==> config.mk <==
export PLATFORM = sky130hd
export DESIGN_NAME = ovp_three_stage
export DESIGN_NICKNAME = d
export VERILOG_FILES = /design/src/hw/ovp_three_stage.v /design/src/hw/ovp_setting_mem.v
export VERILOG_INCLUDE_DIRS = /design/src /design/src/hw
export SDC_FILE = /design/constraint.sdc
export NUM_CORES = 2
export LEC_CHECK = 0
export ABC_AREA = 1
export BUFFER_PORTS_ARGS = -buffer_cell sky130_fd_sc_hd__clkbuf_2
export CAP_MARGIN = 20
export CELL_PAD_IN_SITES_DETAIL_PLACEMENT = 1
export CELL_PAD_IN_SITES_GLOBAL_PLACEMENT = 1
export CORE_ASPECT_RATIO = 0.5
export CORE_MARGIN = 3
export CORE_UTILIZATION = 25
export CTS_CLUSTER_SIZE = 20
export DETAILED_ROUTE_END_ITERATION = 10
export HOLD_SLACK_MARGIN = 0.1
export PLACE_DENSITY = 0.52
export SLEW_MARGIN = 20
export SYNTH_ARGS = -nofsm -noshare
export SYNTH_HDL_FRONTEND = slang
export SYNTH_SLANG_ARGS = --single-unit
==> constraint.sdc <==
create_clock -name clk -period 7.55 [get_ports clk]
set_input_delay 1.51 -clock clk [delete_from_list [all_inputs] [get_ports clk]]
set_output_delay 1.51 -clock clk [all_outputs]
set_load 0.03 [all_outputs]
==> src/hw/ovp_regs.vh <==
// Register map, field layout, setting limits and timing counts of the
// overvoltage protection block. Definitions only; included by bare name.
`ifndef OVP_REGS_VH
`define OVP_REGS_VH

// Register byte offsets
`define OVP_CTRL_OFS       8'h00
`define OVP_STATE_OFS      8'h04
`define OVP_IRQ_STAT_OFS   8'h08
`define OVP_IRQ_MASK_OFS   8'h0C
`define OVP_SET_BASE_OFS   8'h40
`define OVP_SET_LAST_OFS   8'h9C

// Control fields
`define OVP_CTRL_EN_BIT    0
`define OVP_CTRL_GRP_LSB   1
`define OVP_CTRL_RESET     3'h0

// Setting word 0: start in 1 %Un, hysteresis in 0.1 % of start
`define OVP_START_LSB      0
`define OVP_HYST_LSB       8
// Setting word 1: operate and release delay in protection ticks
`define OVP_OPDLY_LSB      0
`define OVP_RELDLY_LSB     16

// Setting limits
`define OVP_START_MIN      8'h32
`define OVP_START_MAX_LH   8'h96
`define OVP_START_MAX_HH   8'hA0
`define OVP_HYST_MIN       8'h01
`define OVP_HYST_MAX       8'hC8
`define OVP_DLY_MAX        15'h7530
`define OVP_OP_MIN_LOW     15'h0008
`define OVP_OP_MIN_HIGH    15'h0006
`define OVP_OP_MIN_TOP     15'h0004
`define OVP_REL_MIN        15'h0006

// Setting reset values: start 120 %, hysteresis 3 %, delays 1 s
`define OVP_SET0_RESET     32'h00001E78
`define OVP_SET1_RESET     32'h00640064

// Voltage scale: inputs in 0.1 %Un, start in 1 %Un
`define OVP_VOLT_SCALE     23'h000064
`define OVP_START_SCALE    23'h0003E8

// Timing: 10 ns clock, 10 ms protection tick
`define OVP_CLK_NS         10
`define OVP_TICK_NS        10000000
`define OVP_TICK_CYCLES    (`OVP_TICK_NS / `OVP_CLK_NS)

`endif

==> src/hw/ovp_three_stage.v <==
// Three-stage definite-time overvoltage protection with Wishbone registers.
// Assumes line-to-line fundamental magnitudes on clk from the front end.
//
// Operation
// RL1: Only the three line-to-line fundamental magnitudes are evaluated, never phase voltages.
// RL2: A stage starts when any line-to-line magnitude exceeds its start setting.
// RL3: A started stage trips once the fault has lasted past its operate delay.
// RL4: Three independent stages (low, high, highest) with definite-time characteristic.
// RL5: The low stage keeps its operate timer after the fault clears until a release delay runs out.
// RL6: A low-stage fault returning within the release delay resumes the timer from its value.
// RL7: With 3 % hysteresis a fault stays until the voltage falls below 97 % of start.
// RL8: Hysteresis per stage is 0.1 % to 20.0 % of start in 0.1 % steps.
// RL9: Each stage has four setting groups of start, delays and hysteresis.
// RL10: Low and high stage start range 50 % to 150 %Un in 1 % steps.
// RL11: Highest stage start range 50 % to 160 %Un in 1 % steps.
// RL12: Low stage operate delay 0.08 s to 300.00 s in 0.02 s steps.
// RL13: High stage operate delay 0.06 s to 300.00 s in 0.02 s steps.
// RL14: Highest stage operate delay 0.04 s to 300.00 s in 0.01 s steps.
// RL15: Low stage release delay 0.06 s to 300.00 s in 0.02 s steps.
// RL16: Start, and trip of the upper stages, drop once all voltages are below start less hysteresis.
// RL17: Timers count a fixed 10 ms tick so every delay is a whole number of ticks.
//
// Chosen here: the placing of the registers and the Wishbone register port.
`timescale 1ns/10ps
`default_nettype none
`include "ovp_regs.vh"

module ovp_three_stage #(
  parameter integer TICK_CYCLES = `OVP_TICK_CYCLES
) (
  // Clock and reset
  input  wire        clk,
  input  wire        reset,
  // Wishbone slave
  input  wire        wb_cyc_i,
  input  wire        wb_stb_i,
  input  wire        wb_we_i,
  input  wire [7:0]  wb_adr_i,
  input  wire [3:0]  wb_sel_i,
  input  wire [31:0] wb_dat_i,
  output reg  [31:0] wb_dat_o,
  output reg         wb_ack_o,
  // Line-to-line magnitudes, 0.1 %Un per unit
  input  wire [15:0] uLineAB,
  input  wire [15:0] uLineBC,
  input  wire [15:0] uLineCA,
  // Protection outputs, bit 0 low stage, bit 2 highest stage
  output reg  [2:0]  startOut_ff,
  output reg  [2:0]  tripOut_ff,
  // Interrupt
  output wire        irq
);

  // Setting clamp at write time, so the timers never see an illegal value
  function [31:0] clampSetting;
    input [4:0]  idx;
    input [31:0] w;
    reg   [7:0]  st;
    reg   [7:0]  hy;
    reg   [7:0]  stMax;
    reg   [14:0] op;
    reg   [14:0] opMin;
    reg   [14:0] rl;
    begin
      st    = w[`OVP_START_LSB +: 8];
      hy    = w[`OVP_HYST_LSB +: 8];
      op    = w[`OVP_OPDLY_LSB +: 15];
      rl    = w[`OVP_RELDLY_LSB +: 15];
      stMax = (idx[4:3] == 2'h2) ? `OVP_START_MAX_HH : `OVP_START_MAX_LH; // [RL10] [RL11]
      opMin = (idx[4:3] == 2'h0) ? `OVP_OP_MIN_LOW :
              (idx[4:3] == 2'h1) ? `OVP_OP_MIN_HIGH : `OVP_OP_MIN_TOP;
      if (st < `OVP_START_MIN) st = `OVP_START_MIN;
      if (st > stMax) st = stMax;
      if (hy < `OVP_HYST_MIN) hy = `OVP_HYST_MIN; // [RL8]
      if (hy > `OVP_HYST_MAX) hy = `OVP_HYST_MAX; // [RL8]
      if (op < opMin) op = opMin; // [RL12] [RL13] [RL14]
      if (op > `OVP_DLY_MAX) op = `OVP_DLY_MAX;
      if (idx[4:3] != 2'h2) op[0] = 1'b0; // [RL12] [RL13]
      if (rl < `OVP_REL_MIN) rl = `OVP_REL_MIN; // [RL15]
      if (rl > `OVP_DLY_MAX) rl = `OVP_DLY_MAX;
      rl[0] = 1'b0; // [RL15]
      // Only the low stage has a release delay; the others are stored as zero on a write
      if (idx[4:3] != 2'h0) rl = 15'h0000;
      if (idx[0]) begin
        clampSetting = {1'b0, rl, 1'b0, op};
      end else begin
        clampSetting = {16'h0000, hy, st};
      end
    end
  endfunction

  // Register select, shared by the write, clear and read paths
  function [3:0] regHit;
    input [7:0] adr;
    begin
      regHit = 4'h0;
      if (adr == `OVP_CTRL_OFS) begin
        regHit = 4'h1;
      end else if (adr == `OVP_STATE_OFS) begin
        regHit = 4'h2;
      end else if (adr == `OVP_IRQ_STAT_OFS) begin
        regHit = 4'h4;
      end else if (adr == `OVP_IRQ_MASK_OFS) begin
        regHit = 4'h8;
      end
    end
  endfunction

  // Bus handshake: one wait cycle so memory read data is registered
  reg         reqSeen_ff;
  reg  [2:0]  ctrl_ff;
  reg  [5:0]  irqStat_ff;
  reg  [5:0]  irqMask_ff;
  wire        busReq   = wb_cyc_i & wb_stb_i;
  wire        doAccess = reqSeen_ff & ~wb_ack_o & busReq;
  wire        isSet    = (wb_adr_i >= `OVP_SET_BASE_OFS) && (wb_adr_i <= `OVP_SET_LAST_OFS);
  wire [7:0]  setOfs   = wb_adr_i - `OVP_SET_BASE_OFS;
  wire [4:0]  setIdx   = setOfs[6:2];
  wire [31:0] busRd;
  wire [31:0] scanRd;
  wire [31:0] merged;
  wire [3:0]  regSel   = regHit(wb_adr_i);
  wire        setWr    = doAccess & wb_we_i & isSet;
  wire        enable   = ctrl_ff[`OVP_CTRL_EN_BIT];
  wire [1:0]  group    = ctrl_ff[`OVP_CTRL_GRP_LSB +: 2];

  // Byte lanes not selected keep the stored setting
  genvar b;
  generate
    for (b = 0; b < 4; b = b + 1) begin : lane
      assign merged[8*b +: 8] = wb_sel_i[b] ? wb_dat_i[8*b +: 8] : busRd[8*b +: 8];
    end
  endgenerate

  // Scanner copies the active group of each stage into working registers
  reg  [2:0]  scanIdx_ff;
  reg  [2:0]  scanPrev_ff;
  reg         scanValid_ff;
  wire [4:0]  scanAddr = {scanIdx_ff[2:1], group, scanIdx_ff[0]}; // [RL9]

  ovp_setting_mem settings (
    .clk        (clk),
    .reset      (reset),
    .wrEn       (setWr),
    .wrAddr     (setIdx),
    .wrData     (clampSetting(setIdx, merged)),
    .rdAddrA    (setIdx),
    .rdDataA_ff (busRd),
    .rdAddrB    (scanAddr),
    .rdDataB_ff (scanRd)
  );

  always @(posedge clk) begin
    if (reset) begin
      scanIdx_ff   <= 3'h0;
      scanPrev_ff  <= 3'h0;
      scanValid_ff <= 1'b0;
    end else begin
      scanIdx_ff   <= (scanIdx_ff == 3'h5) ? 3'h0 : scanIdx_ff + 3'h1;
      scanPrev_ff  <= scanIdx_ff;
      scanValid_ff <= 1'b1;
    end
  end

  // Protection tick
  reg  [19:0] tickCnt_ff;
  wire        tick = (tickCnt_ff == TICK_CYCLES[19:0] - 20'h00001); // [RL17]

  always @(posedge clk) begin
    if (reset || tick) begin
      tickCnt_ff <= 20'h00000;
    end else begin
      tickCnt_ff <= tickCnt_ff + 20'h00001;
    end
  end

  // Voltages scaled once; no phase-to-neutral input exists at all
  wire [22:0] vAB = uLineAB * `OVP_VOLT_SCALE; // [RL1]
  wire [22:0] vBC = uLineBC * `OVP_VOLT_SCALE; // [RL1]
  wire [22:0] vCA = uLineCA * `OVP_VOLT_SCALE; // [RL1]

  wire [2:0]  faultNow;
  wire [2:0]  nxt_start;
  wire [2:0]  nxt_trip;

  // Stage state lives inside each generate block so every flop has one driver
  genvar s;
  generate
    for (s = 0; s < 3; s = s + 1) begin : stage
      reg  [7:0]  actStart_ff;
      reg  [7:0]  actHyst_ff;
      reg  [14:0] actOp_ff;
      reg  [14:0] actRel_ff;
      reg  [14:0] timer_ff;
      reg  [14:0] relCnt_ff;
      reg         fault_ff;
      wire [22:0] startLvl = actStart_ff * `OVP_START_SCALE;
      wire [22:0] relLvl   = actStart_ff * (`OVP_START_SCALE - {15'h0000, actHyst_ff});
      wire        overV    = (vAB > startLvl) | (vBC > startLvl) | (vCA > startLvl); // [RL2]
      wire        belowRel = (vAB < relLvl) & (vBC < relLvl) & (vCA < relLvl); // [RL7] [RL16]
      wire        hit      = scanValid_ff && (scanPrev_ff[2:1] == s);
      wire        opDone   = (timer_ff >= actOp_ff);

      assign faultNow[s]  = overV | (fault_ff & ~belowRel); // [RL7]
      assign nxt_start[s] = faultNow[s]; // [RL2] [RL16]
      assign nxt_trip[s]  = faultNow[s] & opDone; // [RL3] [RL4] [RL16]

      always @(posedge clk) begin
        if (reset) begin
          actStart_ff <= 8'h78;
          actHyst_ff  <= 8'h1E;
          actOp_ff    <= 15'h0064;
          actRel_ff   <= 15'h0064;
        end else if (hit && !scanPrev_ff[0]) begin
          actStart_ff <= scanRd[`OVP_START_LSB +: 8];
          actHyst_ff  <= scanRd[`OVP_HYST_LSB +: 8];
        end else if (hit) begin
          actOp_ff    <= scanRd[`OVP_OPDLY_LSB +: 15];
          actRel_ff   <= scanRd[`OVP_RELDLY_LSB +: 15];
        end
      end

      // Definite-time stage; only the low stage holds its timer through gaps
      always @(posedge clk) begin
        if (reset || !enable) begin
          fault_ff  <= 1'b0;
          timer_ff  <= 15'h0000;
          relCnt_ff <= 15'h0000;
        end else begin
          fault_ff <= faultNow[s];
          if (faultNow[s]) begin
            relCnt_ff <= 15'h0000; // [RL6]
            if (tick && !opDone) begin
              timer_ff <= timer_ff + 15'h0001; // [RL3] [RL17]
            end
          end else if (s == 0) begin
            // Timer kept through short gaps so intermittent faults add up
            if (tick && (timer_ff != 15'h0000)) begin
              if (relCnt_ff + 15'h0001 >= actRel_ff) begin
                timer_ff  <= 15'h0000; // [RL5]
                relCnt_ff <= 15'h0000;
              end else begin
                relCnt_ff <= relCnt_ff + 15'h0001; // [RL5]
              end
            end
          end else begin
            timer_ff  <= 15'h0000;
            relCnt_ff <= 15'h0000;
          end
        end
      end
    end
  endgenerate

  // Start and trip outputs registered together; disable drops them at once
  always @(posedge clk) begin
    if (reset || !enable) begin
      startOut_ff <= 3'h0;
      tripOut_ff  <= 3'h0;
    end else begin
      startOut_ff <= nxt_start;
      tripOut_ff  <= nxt_trip;
    end
  end

  // Interrupt events: rising start and trip; a new event beats a clear
  reg  [5:0]  prevOut_ff;
  wire [5:0]  curOut  = {tripOut_ff, startOut_ff};
  wire [5:0]  events  = curOut & ~prevOut_ff;
  wire        w1cHit  = doAccess & wb_we_i & regSel[2] & wb_sel_i[0];
  wire [5:0]  clrBits = w1cHit ? wb_dat_i[5:0] : 6'h00;

  assign irq = |(irqStat_ff & irqMask_ff);

  always @(posedge clk) begin
    if (reset) begin
      prevOut_ff <= 6'h00;
      irqStat_ff <= 6'h00;
    end else begin
      prevOut_ff <= curOut;
      irqStat_ff <= (irqStat_ff & ~clrBits) | events;
    end
  end

  // Control and interrupt mask register writes
  always @(posedge clk) begin
    if (reset) begin
      ctrl_ff    <= `OVP_CTRL_RESET;
      irqMask_ff <= 6'h00;
    end else if (doAccess && wb_we_i && wb_sel_i[0]) begin
      if (regSel[0]) begin
        ctrl_ff <= wb_dat_i[2:0];
      end else if (regSel[3]) begin
        irqMask_ff <= wb_dat_i[5:0];
      end
    end
  end

  // Read mux, registered below so read data stand until the next read
  reg  [31:0] nxt_rdData;

  always @* begin
    nxt_rdData = 32'h00000000;
    if (regSel[0]) begin
      nxt_rdData = {29'h00000000, ctrl_ff};
    end else if (regSel[1]) begin
      nxt_rdData = {26'h0000000, tripOut_ff, startOut_ff};
    end else if (regSel[2]) begin
      nxt_rdData = {26'h0000000, irqStat_ff};
    end else if (regSel[3]) begin
      nxt_rdData = {26'h0000000, irqMask_ff};
    end else if (isSet) begin
      nxt_rdData = busRd;
    end
  end

  always @(posedge clk) begin
    if (reset) begin
      reqSeen_ff <= 1'b0;
      wb_ack_o   <= 1'b0;
      wb_dat_o   <= 32'h00000000;
    end else begin
      reqSeen_ff <= busReq & ~wb_ack_o & ~reqSeen_ff;
      wb_ack_o   <= doAccess;
      if (doAccess && !wb_we_i) begin
        wb_dat_o <= nxt_rdData;
      end
    end
  end

endmodule // ovp_three_stage
`default_nettype wire

==> src/hw/ovp_setting_mem.v <==
// Setting store: 24 words, one write port, two registered read ports.
// Assumes one clock and a synchronous active-high reset that loads defaults.
`timescale 1ns/10ps
`default_nettype none
`include "ovp_regs.vh"

module ovp_setting_mem (
  // Clock and reset
  input  wire        clk,
  input  wire        reset,
  // Write port
  input  wire        wrEn,
  input  wire [4:0]  wrAddr,
  input  wire [31:0] wrData,
  // Bus read port
  input  wire [4:0]  rdAddrA,
  output reg  [31:0] rdDataA_ff,
  // Scan read port
  input  wire [4:0]  rdAddrB,
  output reg  [31:0] rdDataB_ff
);

  reg [31:0] mem [0:23];
  integer    i;

  always @(posedge clk) begin
    if (reset) begin
      for (i = 0; i < 24; i = i + 1) begin
        mem[i] <= i[0] ? `OVP_SET1_RESET : `OVP_SET0_RESET;
      end
    end else if (wrEn) begin
      mem[wrAddr] <= wrData;
    end
  end

  always @(posedge clk) begin
    if (reset) begin
      rdDataA_ff <= 32'h00000000;
      rdDataB_ff <= 32'h00000000;
    end else begin
      rdDataA_ff <= mem[rdAddrA];
      rdDataB_ff <= mem[rdAddrB];
    end
  end

endmodule // ovp_setting_mem
`default_nettype wire

==> out/summary.txt <==
status: finished, final reports clean
Compound-Gate Fraction of Synth Area: 18.2%
HPWL Detailed: 234 mm
CP dominant cell by count: buf_4
total CTS buffers: 149
Final setup viols: 0
gr usage total: 19.4%
simple-gate share of the synthesized area: 13.2%
Final Net Count: 11,152
NetSw: 12,700 µW
Worst Setup Start Kind: flop
mux share of post-synthesis cell area: 0.0507%
Hold Path Class: flop to flop
Critical path origin: stage[1].actHyst_ff[0]
vias per cell: 4.95
layout overhead on the synthesized area: 19.1%
Hold-fix buffers, CTS: 0
Core Area: 0.332 mm²
Slew @ Worst Pin: 1110 ps
Reg power frac: 26.6%
Mapped Area: 0.0839 mm²
antenna violations before repair: 12
clk slew on worst S/H paths: 60 ps
vias in the first global route: 73,853
Internal Power: 18,000 µW
H-tree Lvls: 4
Clk pwr share: 23.4%
critical path class: flop to flop
Top delay family on crit path: adder cells
RSZ-0062 raised after global routing: true
Layout Cells excl Fill: 14,596
gr ovfl total: 0
Yosys reg bits: 1,273
# DRC: 0
power per cell area: 308 mW/mm²
Initial Utilization: 25.3%
Worst EP arrival: 8020 ps
slowest stage delay, CP: 520 ps
MaxCap Viol Count: 0
most frequent cells in the layout: nor2_1 (1,145), inv_1 (1,024), nand2_1 (1,023)
first-pass GRT wire length: 499 mm
CTS tree: yes
Filler Cells Inserted: 38,746
number of buffers and inverters on the critical path: 20
EDFF count, synth: 960
top cells by area, synth: edfxtp_1 (34%), ha_1 (12%), dfxtp_1 (7.5%), fa_1 (5.9%), nor2_1 (5.3%)
final worst path period share: 97.3%
maximum VDD drop: 0.297 mV
die area: 0.343 mm²
FF-to-FF Start: stage[1].actHyst_ff[0]
Via Count: 72,252
setup TNS: 0 ps
dpl cells: 14,267
final WL: 343 mm
Final GP Congestion: 0.832
Worst Skew: 34.6 ps
Rows: 149
pin count of the biggest net entering global routing: 163
Synth Flop Type: edfxtp_1
largest area contributor in the netlist: edfxtp_1
critical path fanouts, max: 8
Leakage: 0.0405 µW
Synth Warn #: 0
asr flop ratio synth: 0%
Post-Place Setup Slack: -359 ps
Max-Slew Margin vs Limit: 26.1%
largest family of logic cells by synthesized area: compound AO/OA/AOI/OAI gates
die width: 825 µm
fmax: 136 MHz
average size of a mapped cell: 9.09 µm²
Avg WL per Cell: 23.5 µm
Tmin final: 7340 ps
DRT Pass-1 Iters: 5
hold path startpoint: reqSeen_ff
Pins Over Slew Limit: 0
Longest Clk Path Bufs: 3
Clock Latency Late Sink: 810 ps
Synth Area in XOR/XNOR: 1.64%
final hold violations: 0
antenna viol nets, final: 0
commonest non-fill, non-tap cell in the layout: nor2_1
Gate Count Post-Synth: 9,228
Num Clock Sinks: 1,273
worst path required time: 8230 ps
Synth cell types: 70
Iter 0 DRT Violations: 5,707
final setup margin: 206 ps
slowest CP cell: fa_2
# port buffers: 133
Net Sw Frac: 41.4%
die height: 416 µm
clock root buffer: clkbuf_16
Synth top area share: 34.4%
share of layout cells above drive strength 1: 11.2%
Seq/Total Area, Yosys: 41.8%
final core utilization: 30.1%
combinational share of power: 49.9%
Worst Setup End Kind: flop
num ports: 137
Synth Area in Adders: 17.8%
synth_stat cells, types with 10 or more instances:
cell type and n:
a2111o_1 11, a2111oi_0 18, a211oi_1 11, a21oi_1 660, a22oi_1 498, a31oi_1 32, buf_1 31, buf_2 20
buf_4 15, clkbuf_1 398, clkinv_1 22, dfxtp_1 313, edfxtp_1 960, fa_1 246, ha_1 798, inv_1 1070
inv_2 19, nand2_1 1083, nand2_2 18, nand3_1 157, nand4_1 84, nor2_1 1174, nor2_2 20, nor3_1 80
nor4_1 24, o211ai_1 167, o21a_1 52, o21ai_0 668, o21bai_1 35, o221ai_1 133, o22ai_1 127, or2_2 10
xnor2_1 61, xor2_1 96
routing by layer:
metal  share of wire, %  vias up  GRT usage, %
met5             0.0079        -             0
met4                2.7        4          5.00
met3                4.8      438          2.15
met2                 48     1867          33.4
met1                 45    36588          25.9
li1                   -    33355             -
layout make-up:
class / count / area [µm²] / area share (%)
Multi-Input combinational cell: 6888 / 45600 / 45.7
Sequential cell: 1273 / 35100 / 35.2
Tap cell: 4454 / 5570 / 5.58
Timing Repair Buffer: 587 / 4550 / 4.56
Inverter: 1112 / 4220 / 4.22
Clock buffer: 211 / 4180 / 4.18
Clock inverter: 67 / 593 / 0.594
Antenna cell: 4 / 10.0 / 0.0100
kinds of logic after synthesis:
logic type,count (synthesis)
adder cells (fa/ha/maj),1044
AO/OA/AOI/OAI,2469
other,1
AND/OR/NAND/NOR,2696
XOR/XNOR,157
multiplexers,4
buffers and inverters,1584
flip-flops,1273
sequential cells by signal (all words and copies together) (netlist names), 2 cells and up:
register and count:
settings.mem 960, stage.actOp_ff 45, stage.timer_ff 45, settings.rdDataA_ff 30, settings.rdDataB_ff 30, wb_dat_o 30
stage.actHyst_ff 24, stage.actStart_ff 24, tickCnt_ff 20, stage.relCnt_ff 15, stage.actRel_ff 14, irqMask_ff 6
irqStat_ff 6, prevOut_ff 6, ctrl_ff 3, scanIdx_ff 3, scanPrev_ff 3, tripOut_ff 3
startOut_ff 2
timing repair:
item,4_1_cts,5_1_grt
setup endpoints to repair,34,66
gates resized for setup,50,197
cloned,3,2
buffers inserted,25,17
pin swaps,38,123
power by group through the flow:
stage / Clock, µW / Combinational, µW / Sequential, µW
after floorplan: 0 / 9300 / 8190
after global placement: 0 / 14400 / 8320
after detailed placement: 0 / 14800 / 8330
after CTS: 7350 / 15000 / 8190
after global routing: 7640 / 17400 / 8220
final: 7200 / 15400 / 8190
metrics by stage:
stage | cell area (µm²) | power, µW | hold WS, ps
finish | 99900 | 30700 | 414
global route | 99900 | 33300 | 431
CTS | 99000 | 30500 | 420
detailed placement | 93700 | 23100 | 412
global placement | 93700 | 22700 | 416
floorplan | 85800 | 17500 | 398
worst paths after layout:
| path | slack (ps) | endpoint | depth (start not counted) |
|---|---|---|---|
| max | 210 | stage[1].timer_ff[4] | 51 |
| min | 410 | reqSeen_ff | 1 |
| min reg2reg | 410 | reqSeen_ff | 1 |
| max reg2reg | 210 | stage[1].timer_ff[4] | 51 |
No activity file was read; power rests on OpenSTA's default activity.
